`config.mk`:
```
export PLATFORM = sky130hd
export DESIGN_NAME = via_core
export DESIGN_NICKNAME = d
export VERILOG_FILES = /design/src/via_pkg.sv /design/src/via_core.sv
export SDC_FILE = /design/constraint.sdc
export NUM_CORES = 1
export LEC_CHECK = 0
export ABC_AREA = 0
export BUFFER_PORTS_ARGS = -buffer_cell sky130_fd_sc_hd__buf_2
export CAP_MARGIN = 20
export CELL_PAD_IN_SITES_DETAIL_PLACEMENT = 0
export CELL_PAD_IN_SITES_GLOBAL_PLACEMENT = 1
export CORE_MARGIN = 4
export CORE_UTILIZATION = 40
export CTS_CLUSTER_SIZE = 40
export DETAILED_ROUTE_END_ITERATION = 7
export GPL_TIMING_DRIVEN = 0
export HOLD_SLACK_MARGIN = 0.06
export PLACE_DENSITY_LB_ADDON = 0.08
export SYNTH_ARGS = -nofsm -noshare
export SYNTH_HDL_FRONTEND = slang
export SYNTH_SLANG_ARGS = --single-unit
```
`constraint.sdc`:
```
create_clock -name MCLK -period 5.5 [get_ports MCLK]
set_clock_uncertainty 0.2 [all_clocks]
set_input_delay 0.55 -clock MCLK [delete_from_list [all_inputs] [get_ports MCLK]]
set_output_delay 0.55 -clock MCLK [all_outputs]
set_load 0.03 [all_outputs]
```
`src/via_pkg.sv`:
```
// constants and types of the vectored interrupt acceptance block
// Behaviour
// a source is eligible only while its request is 1 and its mask is 0
// maskable requests are accepted only while the global accept flag is 1
// latency is 7..32 clocks for high level and 8..33 for low level
// acceptance waits for a running divide, so latency may exceed the maximum
// higher programmed level wins; on equal level the fixed default order wins
// a request not yet acceptable stays pending until all conditions hold
// accept pushes status word then pointer, clears accept, loads level, vectors
// handlers end maskable servicing with the vectored return
// break trap always pushes both, clears accept, vectors to 003eh
// trap handlers return with the break return, never the vectored return
// acceptance clears the accept flag; nesting needs accept-on again
// while accepting, nest equal or higher level; high service nests high only
// a break trap is taken during any servicing, whatever the flags
// after a return one program instruction runs before a pending request
// level flag is 0 in high servicing, 1 when idle or low servicing
// priority bit 0 selects the high level, 1 the low level
// status word, accept on/off, returns, register access defer one instruction
// break defers nothing, but no maskable request is taken during it
// the priority bit never affects setting of the request flag
// reset sets the status word to 02h
// returns and status pops restore the status word from the stack
// ties go to the lowest source index; each source has a fixed vector
`default_nettype none
package via_pkg;
    // ========================================================
    // register map, byte addresses
    localparam logic [7:0]  OFS_REQ      = 8'h00;
    localparam logic [7:0]  OFS_MASK     = 8'h04;
    localparam logic [7:0]  OFS_PRIO     = 8'h08;
    localparam logic [7:0]  OFS_SW       = 8'h0c;
    localparam logic [7:0]  OFS_STAT     = 8'h10;
    // ========================================================
    // status word layout and reset
    localparam logic [7:0]  SW_RESET     = 8'h02;
    localparam int unsigned SW_IE_BIT    = 7;
    localparam int unsigned SW_ISP_BIT   = 1;
    // ========================================================
    // vectors and latency figures, in cpu clocks
    localparam logic [15:0] BRK_VEC      = 16'h003e;
    localparam logic [15:0] VEC_BASE     = 16'h0004;
    localparam int unsigned LAT_HI_MIN   = 7;
    localparam int unsigned LAT_HI_MAX   = 32;
    localparam int unsigned LAT_LO_MIN   = 8;
    localparam int unsigned LAT_LO_MAX   = 33;
    localparam logic [1:0]  HTRANS_NSEQ  = 2'h2;
    // ========================================================
    // sequencer states and the stack push carrier
    typedef enum logic [1:0] {
        ST_IDLE = 2'b00,
        ST_PSW  = 2'b01,
        ST_PIP  = 2'b10,
        ST_VEC  = 2'b11
    } via_state_t;
    typedef struct packed {
        logic        valid;
        logic        is_ptr;
        logic [15:0] data;
    } via_push_t;
endpackage : via_pkg
`default_nettype wire

```
`src/via_core.sv`:
```
// vectored interrupt acceptance: flags, arbitration, push and vector sequence
`default_nettype none
module via_core #(
    parameter int unsigned N  = 16,
    parameter int unsigned SW = 4
) (
    // clock, reset, enable
    input  wire logic                MCLK,
    input  wire logic                RST,
    input  wire logic                CE,
    // ahb-lite register slave
    input  wire logic                HSEL,
    input  wire logic [31:0]         HADDR,
    input  wire logic [1:0]          HTRANS,
    input  wire logic                HWRITE,
    input  wire logic [2:0]          HSIZE,
    input  wire logic [31:0]         HWDATA,
    input  wire logic                HREADY,
    output logic                     HREADYOUT,
    output logic [31:0]              HRDATA,
    output logic                     HRESP,
    // peripheral request pulses, same clock
    input  wire logic [N-1:0]        IRQ_IN,
    // cpu instruction sequencer, sampled with INSN_DONE
    input  wire logic                INSN_DONE,
    input  wire logic                INSN_HOLD,
    input  wire logic                DIV_BUSY,
    input  wire logic                BRK_EXEC,
    input  wire logic                RETV_EXEC,
    input  wire logic                BREAK_RETURN_INSTRUCTION_EXEC,
    input  wire logic                SW_POP,
    input  wire logic [7:0]          POP_DATA,
    input  wire logic                SW_LOAD,
    input  wire logic [7:0]          SW_LOAD_DATA,
    input  wire logic                ACCEPT_ON,
    input  wire logic                ACCEPT_OFF,
    input  wire logic [15:0]         IP_IN,
    // to the cpu stack and fetch logic
    output logic                     SERVICE_BUSY,
    output via_pkg::via_push_t       PUSH,
    output logic                     VEC_VALID,
    output logic [15:0]              VEC_ADDR,
    output logic [7:0]               STATUS_WORD
);
    // ========================================================
    // state
    via_pkg::via_state_t state_r;
    logic [N-1:0]  req_r, mask_r, prio_r, req_nxt;
    logic [7:0]    sw_r, sw_nxt;
    logic          acc_hold_r, is_brk_r, sel_pr_r;
    logic [SW-1:0] sel_r;
    logic [15:0]   ip_r;
    via_pkg::via_push_t push_r;
    logic          vec_valid_r;
    logic [15:0]   vec_addr_r;
    // bus address phase
    logic [7:0]    a_addr_r;
    logic          a_wr_r, a_act_r;
    logic [31:0]   rdata_r;

    // fixed arbitration: lowest index wins among the chosen level
    function automatic logic [SW-1:0] pick_idx(input logic [N-1:0] cand);
        logic [SW-1:0] idx;
        idx = '0;
        for (int i = N - 1; i >= 0; i--)
        begin
            if (cand[i])
            begin
                idx = SW'(i);
            end
        end
        return idx;
    endfunction : pick_idx

    // ========================================================
    // qualification and arbitration
    logic [N-1:0]  elig, elig_hi;
    logic          any_elig, use_hi, sel_pr, hold_now;
    logic          start_brk, start_mask, start_any;
    logic [SW-1:0] sel;

    always_comb
    begin
        elig     = req_r & ~mask_r;
        elig_hi  = elig & ~prio_r;
        any_elig = |elig;
        use_hi   = |elig_hi;
        sel      = use_hi ? pick_idx(elig_hi) : pick_idx(elig);
        sel_pr   = prio_r[sel];
        // instructions touching the status word or flags hold one instruction
        hold_now = INSN_HOLD | RETV_EXEC | BREAK_RETURN_INSTRUCTION_EXEC | SW_POP | SW_LOAD
                 | ACCEPT_ON | ACCEPT_OFF | acc_hold_r;
        start_brk = (state_r == via_pkg::ST_IDLE) & INSN_DONE & BRK_EXEC;
        // a break boundary is never a maskable boundary: it clears accept
        start_mask = (state_r == via_pkg::ST_IDLE) & INSN_DONE & ~BRK_EXEC
                   & ~hold_now & ~DIV_BUSY & any_elig
                   & sw_r[via_pkg::SW_IE_BIT]
                   & (sw_r[via_pkg::SW_ISP_BIT] | ~sel_pr);
        start_any = start_brk | start_mask;
    end

    // ========================================================
    // request flags: peripheral set wins over bus write and acceptance
    always_comb
    begin
        req_nxt = req_r;
        if (a_act_r && a_wr_r && a_addr_r == via_pkg::OFS_REQ)
        begin
            req_nxt = HWDATA[N-1:0];
        end
        if (start_mask)
        begin
            req_nxt[sel] = 1'b0;
        end
        req_nxt = req_nxt | IRQ_IN;
    end

    always_ff @(posedge MCLK or posedge RST)
    begin
        if (RST)
        begin
            req_r <= '0;
        end
        else if (CE)
        begin
            req_r <= req_nxt;
        end
    end

    // mask and priority, all masked and low level out of reset
    always_ff @(posedge MCLK or posedge RST)
    begin
        if (RST)
        begin
            mask_r <= '1;
            prio_r <= '1;
        end
        else if (CE && a_act_r && a_wr_r)
        begin
            if (a_addr_r == via_pkg::OFS_MASK)
            begin
                mask_r <= HWDATA[N-1:0];
            end
            else if (a_addr_r == via_pkg::OFS_PRIO)
            begin
                prio_r <= HWDATA[N-1:0];
            end
        end
    end

    // ========================================================
    // status word: cpu updates only at boundaries, sequencer at vector
    always_comb
    begin
        sw_nxt = sw_r;
        if (RETV_EXEC || BREAK_RETURN_INSTRUCTION_EXEC || SW_POP)
        begin
            sw_nxt = POP_DATA;
        end
        else if (SW_LOAD)
        begin
            sw_nxt = SW_LOAD_DATA;
        end
        else if (ACCEPT_ON)
        begin
            sw_nxt[via_pkg::SW_IE_BIT] = 1'b1;
        end
        else if (ACCEPT_OFF)
        begin
            sw_nxt[via_pkg::SW_IE_BIT] = 1'b0;
        end
        if (state_r == via_pkg::ST_PIP)
        begin
            sw_nxt[via_pkg::SW_IE_BIT] = 1'b0;
            if (!is_brk_r)
            begin
                sw_nxt[via_pkg::SW_ISP_BIT] = sel_pr_r;
            end
        end
    end

    always_ff @(posedge MCLK or posedge RST)
    begin
        if (RST)
        begin
            sw_r <= via_pkg::SW_RESET;
        end
        else if (CE)
        begin
            sw_r <= sw_nxt;
        end
    end

    // ========================================================
    // servicing sequence: push status word, push pointer, vector
    always_ff @(posedge MCLK or posedge RST)
    begin
        if (RST)
        begin
            state_r     <= via_pkg::ST_IDLE;
            is_brk_r    <= 1'b0;
            sel_r       <= '0;
            sel_pr_r    <= 1'b0;
            ip_r        <= '0;
            push_r      <= '0;
            vec_valid_r <= 1'b0;
            vec_addr_r  <= '0;
        end
        else if (CE)
        begin
            case (state_r)
                via_pkg::ST_IDLE:
                begin
                    vec_valid_r <= 1'b0;
                    if (start_any)
                    begin
                        state_r  <= via_pkg::ST_PSW;   // vector three clocks on
                        is_brk_r <= start_brk;
                        sel_r    <= sel;
                        sel_pr_r <= sel_pr;
                        ip_r     <= IP_IN;
                        // status word goes first, before accept is cleared
                        push_r   <= '{valid: 1'b1, is_ptr: 1'b0, data: {8'h00, sw_r}};
                    end
                end
                via_pkg::ST_PSW:
                begin
                    state_r <= via_pkg::ST_PIP;
                    push_r  <= '{valid: 1'b1, is_ptr: 1'b1, data: ip_r};
                end
                via_pkg::ST_PIP:
                begin
                    state_r     <= via_pkg::ST_VEC;
                    push_r      <= '0;
                    vec_valid_r <= 1'b1;
                    // one vector word per source, two addresses apart
                    vec_addr_r  <= is_brk_r ? via_pkg::BRK_VEC
                                 : via_pkg::VEC_BASE + {11'h000, sel_r, 1'b0};
                end
                default:
                begin
                    state_r     <= via_pkg::ST_IDLE;
                    vec_valid_r <= 1'b0;
                end
            endcase
        end
    end

    // ========================================================
    // ahb-lite slave, zero wait while CE is high, always okay
    always_ff @(posedge MCLK or posedge RST)
    begin
        if (RST)
        begin
            a_act_r <= 1'b0;
            a_wr_r  <= 1'b0;
            a_addr_r <= '0;
            rdata_r <= '0;
        end
        else if (CE && HREADY)
        begin
            a_act_r  <= HSEL && HTRANS == via_pkg::HTRANS_NSEQ;
            a_wr_r   <= HWRITE;
            a_addr_r <= HADDR[7:0];
            // read data fetched in the address phase; unmapped reads as zero
            if (HADDR[7:0] == via_pkg::OFS_REQ)
            begin
                rdata_r <= 32'(req_r);
            end
            else if (HADDR[7:0] == via_pkg::OFS_MASK)
            begin
                rdata_r <= 32'(mask_r);
            end
            else if (HADDR[7:0] == via_pkg::OFS_PRIO)
            begin
                rdata_r <= 32'(prio_r);
            end
            else if (HADDR[7:0] == via_pkg::OFS_SW)
            begin
                rdata_r <= {24'h000000, sw_r};
            end
            else if (HADDR[7:0] == via_pkg::OFS_STAT)
            begin
                rdata_r <= {16'h0000, 7'h00, is_brk_r, 6'h00, state_r} | 32'({sel_r, 8'h00});
            end
            else
            begin
                rdata_r <= '0;
            end
        end
    end

    // a bus access to the flag registers holds the next boundary
    always_ff @(posedge MCLK or posedge RST)
    begin
        if (RST)
        begin
            acc_hold_r <= 1'b0;
        end
        else if (CE)
        begin
            if (a_act_r && (a_addr_r == via_pkg::OFS_REQ || a_addr_r == via_pkg::OFS_MASK
                            || a_addr_r == via_pkg::OFS_PRIO))
            begin
                acc_hold_r <= 1'b1;
            end
            else if (INSN_DONE)
            begin
                acc_hold_r <= 1'b0;
            end
        end
    end

    assign HREADYOUT    = CE;   // frozen state must not complete a transfer
    assign HRESP        = 1'b0;
    assign HRDATA       = rdata_r;
    assign SERVICE_BUSY = state_r != via_pkg::ST_IDLE;
    assign PUSH         = push_r;
    assign VEC_VALID    = vec_valid_r;
    assign VEC_ADDR     = vec_addr_r;
    assign STATUS_WORD  = sw_r;

    // ========================================================
    // checks
    elig_mask_a: assert property (@(posedge MCLK) disable iff (RST)
        start_mask |-> req_r[sel] && !mask_r[sel])
        else $error("accepted a masked or idle source");
    accept_flag_a: assert property (@(posedge MCLK) disable iff (RST)
        start_mask |-> sw_r[via_pkg::SW_IE_BIT])
        else $error("accepted with accept flag clear");
    div_wait_a: assert property (@(posedge MCLK) disable iff (RST)
        DIV_BUSY |-> !start_mask)
        else $error("accepted during divide");
    level_pick_a: assert property (@(posedge MCLK) disable iff (RST)
        start_mask && sel_pr |-> !(|(req_r & ~mask_r & ~prio_r)))
        else $error("low level chosen over high level");
    push_order_a: assert property (@(posedge MCLK) disable iff (RST || !CE)
        start_any |=> PUSH.valid && !PUSH.is_ptr ##1 PUSH.valid && PUSH.is_ptr
        ##1 VEC_VALID && !PUSH.valid)
        else $error("push order wrong");
    brk_vec_a: assert property (@(posedge MCLK) disable iff (RST || !CE)
        start_brk |-> ##3 VEC_ADDR == via_pkg::BRK_VEC && VEC_VALID)
        else $error("break vector wrong");
    accept_clear_a: assert property (@(posedge MCLK) disable iff (RST || !CE)
        start_any |-> ##3 !sw_r[via_pkg::SW_IE_BIT])
        else $error("accept flag not cleared");
    nest_level_a: assert property (@(posedge MCLK) disable iff (RST)
        start_mask && !sw_r[via_pkg::SW_ISP_BIT] |-> !prio_r[sel])
        else $error("low level nested in high servicing");
    isp_load_a: assert property (@(posedge MCLK) disable iff (RST || !CE)
        start_mask |-> ##3 sw_r[via_pkg::SW_ISP_BIT] == $past(sel_pr, 3))
        else $error("level flag not loaded");
    hold_defer_a: assert property (@(posedge MCLK) disable iff (RST)
        INSN_DONE && (INSN_HOLD || RETV_EXEC || BREAK_RETURN_INSTRUCTION_EXEC || ACCEPT_ON) |-> !start_mask)
        else $error("accepted after hold instruction");
    brk_block_a: assert property (@(posedge MCLK) disable iff (RST)
        BRK_EXEC |-> !start_mask)
        else $error("maskable taken at break");
    req_set_a: assert property (@(posedge MCLK) disable iff (RST || !CE)
        |IRQ_IN |=> (req_r & $past(IRQ_IN)) == $past(IRQ_IN))
        else $error("request pulse lost");
endmodule : via_core
`default_nettype wire

```
==> results.sh <==
export IMPL_status="finished clean"
export IMPL_p_leak_uw=0.00417
export IMPL_crit_start="mask_r[1]"
export IMPL_crit_path_cell_trace="nor3b_1, nor4_1, nand4_1, nand3b_1, o211ai_2, buf_2, mux2i_1, o21bai_1, o31a_1, buf_6, clkbuf_1, a31oi_1, o22a_1"
export IMPL_finalSetupViolCount=0
export IMPL_ys_types=61
export IMPL_syn_to_final_growth_pct=23.2
export IMPL_ant_nets=0
export IMPL_critPathBufInv=3
export IMPL_initial_core_util_pct=40.6
export IMPL_comb_power_share_pct=25.2
export IMPL_synth_top_cell_area_share_pct=33.7
export IMPL_synth_mux_area_share_pct=17.6
export IMPL_synth_top_flop_cell="dfrtp_1"
export IMPL_tns_ns=0
export IMPL_grt_pass1_vias=6054
export IMPL_slowest_stage="dfstp_2"
export IMPL_critPathMaxStageDelay_ns=0.59
export IMPL_num_rows=49
export IMPL_yosys_area_share_xor_xnor_pct=0.120
export IMPL_clockPowerShare_pct=35.6
export IMPL_synthesis_area_um2=7280
export IMPL_tightest_slew_ns=0.989
export IMPL_swShare_pct=34.0
export IMPL_yosys_warnings=0
export IMPL_dpl_worst_slack_ns=1.21
export IMPL_routabilityCongestion=0.891
export IMPL_finalNonFillerCells=1124
export IMPL_rsz0062_at_grt="false"
export IMPL_synthTopCellsByArea="dfrtp_1 34%, dfstp_2 12%, mux2_2 9.6%"
export IMPL_p_int_uw=2060
export IMPL_hold_path_class="input port to flop"
export IMPL_critPathRequiredTime_ns=5.60
export IMPL_regArea_um2=3320
export IMPL_use_met2_pct=37.7
export IMPL_io_pins=211
export IMPL_die_w_um=143
export IMPL_setup_ws_ns=1.05
export IMPL_vias=6002
export IMPL_ctsLongestPathBuffers=2
export IMPL_drive_gt1_share_pct=35.1
export IMPL_io_buffers=137
export IMPL_cp_arrival_ns=4.55
export IMPL_cts_made_buffers=17
export IMPL_busiest_layer="met2"
export IMPL_slew_headroom_pct=34.1
export IMPL_ir_drop_mv=0.335
export IMPL_power_density_nw_per_um2=348
export IMPL_final_core_util_pct=50.1
export IMPL_fp_dieArea_um2=20400
export IMPL_track_usage_pct=22.4
export IMPL_reg2reg_slack_ns=1.05
export IMPL_dpl_cell_count=1091
export IMPL_syn_avg_cell_area_um2=10.4
export IMPL_synth_compound_area_share_pct=14.5
export IMPL_cts_resized=0
export IMPL_start_kind="flop"
export IMPL_r2r_start="mask_r[1]"
export IMPL_vias_per_cell=5.34
export IMPL_crit_end="req_r[9]"
export IMPL_synth_seq_cells=131
export IMPL_period_share_pct=80.9
export IMPL_grt_max_degree=76
export IMPL_async_flop_share_pct=100
export IMPL_grt_overflow=0
export IMPL_nNetsFinal=1021
export IMPL_synth_top_family_by_area="multiplexers"
export IMPL_placeableCoreArea_um2=17900
export IMPL_path_class="flop to flop"
export IMPL_antenna_found_initial=0
export IMPL_path_clk_slew_ns=0.07
export IMPL_yosysTopAreaCell="dfrtp_1"
export IMPL_antenna_cells=0
export IMPL_grt_first_pass_wirelength_um=34800
export IMPL_hold_violations=0
export IMPL_max_clock_freq_ghz=0.225
export IMPL_ys_seq_area_share_pct=45.6
export IMPL_worst_path_stages=13
export IMPL_dpl_hpwl_um=17000
export IMPL_yosys_area_share_simple_pct=14.4
export IMPL_critPathCaptureType="flop"
export IMPL_drc=0
export IMPL_multi_input_area_um2=3580
export IMPL_dr_pass1_iters=5
export IMPL_final_min_clock_period_ns=4.45
export IMPL_crit_family="compound AO/OA/AOI/OAI gates"
export IMPL_p_sw_uw=1060
export IMPL_clk_latency_ns=0.42
export IMPL_synth_most_common_cell="dfrtp_1"
export IMPL_rr_endpoint="req_r[9]"
export IMPL_pwr_share_seq_pct=39.2
export IMPL_die_h_um=143
export IMPL_max_cap_viol_count=0
export IMPL_use_met3_pct=4.62
export IMPL_nFillCells=1701
export IMPL_drt_total_wl_um=22400
export IMPL_synth_edff_count=0
export IMPL_synthTopCellsByCount="98 x dfrtp_1, 62 x mux2_2, 48 x mux2i_1, 48 x nand2_1, 41 x nor2_1"
export IMPL_syn_instance_count=697
export IMPL_reg2regPathDepth=13
export IMPL_synth_adder_area_share_pct=1.03
export IMPL_drtIter0Drc=369
export IMPL_cp_max_fo=10
export IMPL_cts_tree="built"
export IMPL_hold_path_startpoint="HTRANS[0]"
export IMPL_slew_viol_final=0
export IMPL_met1_usage_pct=29.8
export IMPL_clock_sinks=131
export IMPL_root_buffer="clkbuf_16"
export IMPL_h_tree_depth=4
export IMPL_wire_per_inst_um=20.0
[what timing repair did]
action | in CTS | in global routing
endpoints found under the hold margin | 30 | 0
buffers inserted | 0 | 0
hold buffers | 1 | 0
setup endpoints to repair | 0 | 0
[cells by family after synthesis]
group | Yosys count
AOI/OAI and AO/OA | 155
xor gates and xnor gates | 1
adders and majority gates | 6
buffers and inverters | 90
DFF | 131
muxes | 119
other | 1
and+or+nand+nor | 194
[stage by stage]
stage / total power (uW) / cell area [um^2] / hold WS [ns]
floorplan: 1780 / 7380 / 0.240
global placement: 2010 / 8350 / 0.256
detailed placement: 2040 / 8380 / 0.263
CTS: 3160 / 8960 / 0.0881
global route: 3290 / 8960 / 0.0865
finish: 3120 / 8960 / 0.103
[flip-flops by register name, summed over array words and instances (netlist names)]
name	count
VEC_VALID	1
PUSH	18
is_brk_r	1
req_r	16
VEC_ADDR	5
sel_pr_r	1
prio_r	16
a_act_r	1
state_r	2
ip_r	16
acc_hold_r	1
a_wr_r	1
sel_r	4
mask_r	16
STATUS_WORD	8
a_addr_r	8
HRDATA	16
[how the worst min path moves through the flow]
stage	to	slack (ns)	depth (start not counted)
4_1_cts	a_act_r	0.09	2
6_report	a_act_r	0.10	2
3_3_place_gp	HRDATA[14]	0.26	2
5_1_grt	a_act_r	0.09	2
2_1_floorplan	a_act_r	0.24	2
3_5_place_dp	HRDATA[13]	0.26	2
[placed cells by master, fill, tap and decap left out, types with 10 or more instances in the layout]
cell / synthesis / routed
a21oi_1: 28 / 28
a31oi_1: 22 / 22
buf_2: 3 / 140
buf_4: 29 / 29
clkbuf_1: 23 / 24
clkbuf_16: 0 / 17
conb_1: 1 / 28
dfrtp_1: 98 / 98
dfstp_2: 33 / 33
inv_1: 29 / 28
mux2_2: 62 / 62
mux2i_1: 48 / 48
nand2_1: 48 / 48
nand2b_1: 28 / 28
nor2_1: 41 / 41
nor2b_1: 14 / 14
nor3_1: 10 / 10
nor3b_1: 10 / 10
o21ai_0: 33 / 33
o22a_1: 16 / 16
[routing by layer]
layer  wire (um)  up-vias
met5           0        -
met4         317        0
met3        1120       26
met2       11000      181
met1       10000     2956
li1            -     2839
[power groups by stage]
stage / registers [uW] / clock network [uW] / logic (uW)
after detailed placement: 1240 / 0 / 799
after global placement: 1230 / 0 / 777
after global routing: 1240 / 1180 / 867
after CTS: 1220 / 1140 / 803
after floorplan: 1350 / 0 / 428
final: 1220 / 1110 / 788
[final cells by class]
| cell class | instances | share of cell area, % |
|---|---|---|
| clock inverters | 14 | 1.58 |
| flip-flops and latches | 131 | 37.0 |
| clock buffers | 18 | 4.79 |
| multi-input cells | 503 | 39.9 |
| repair buffers | 139 | 8.07 |
| plain buffers | 61 | 4.15 |
| inverters | 29 | 1.27 |
| well taps | 229 | 3.20 |
Note: power is estimated with default switching activity, not from simulation.
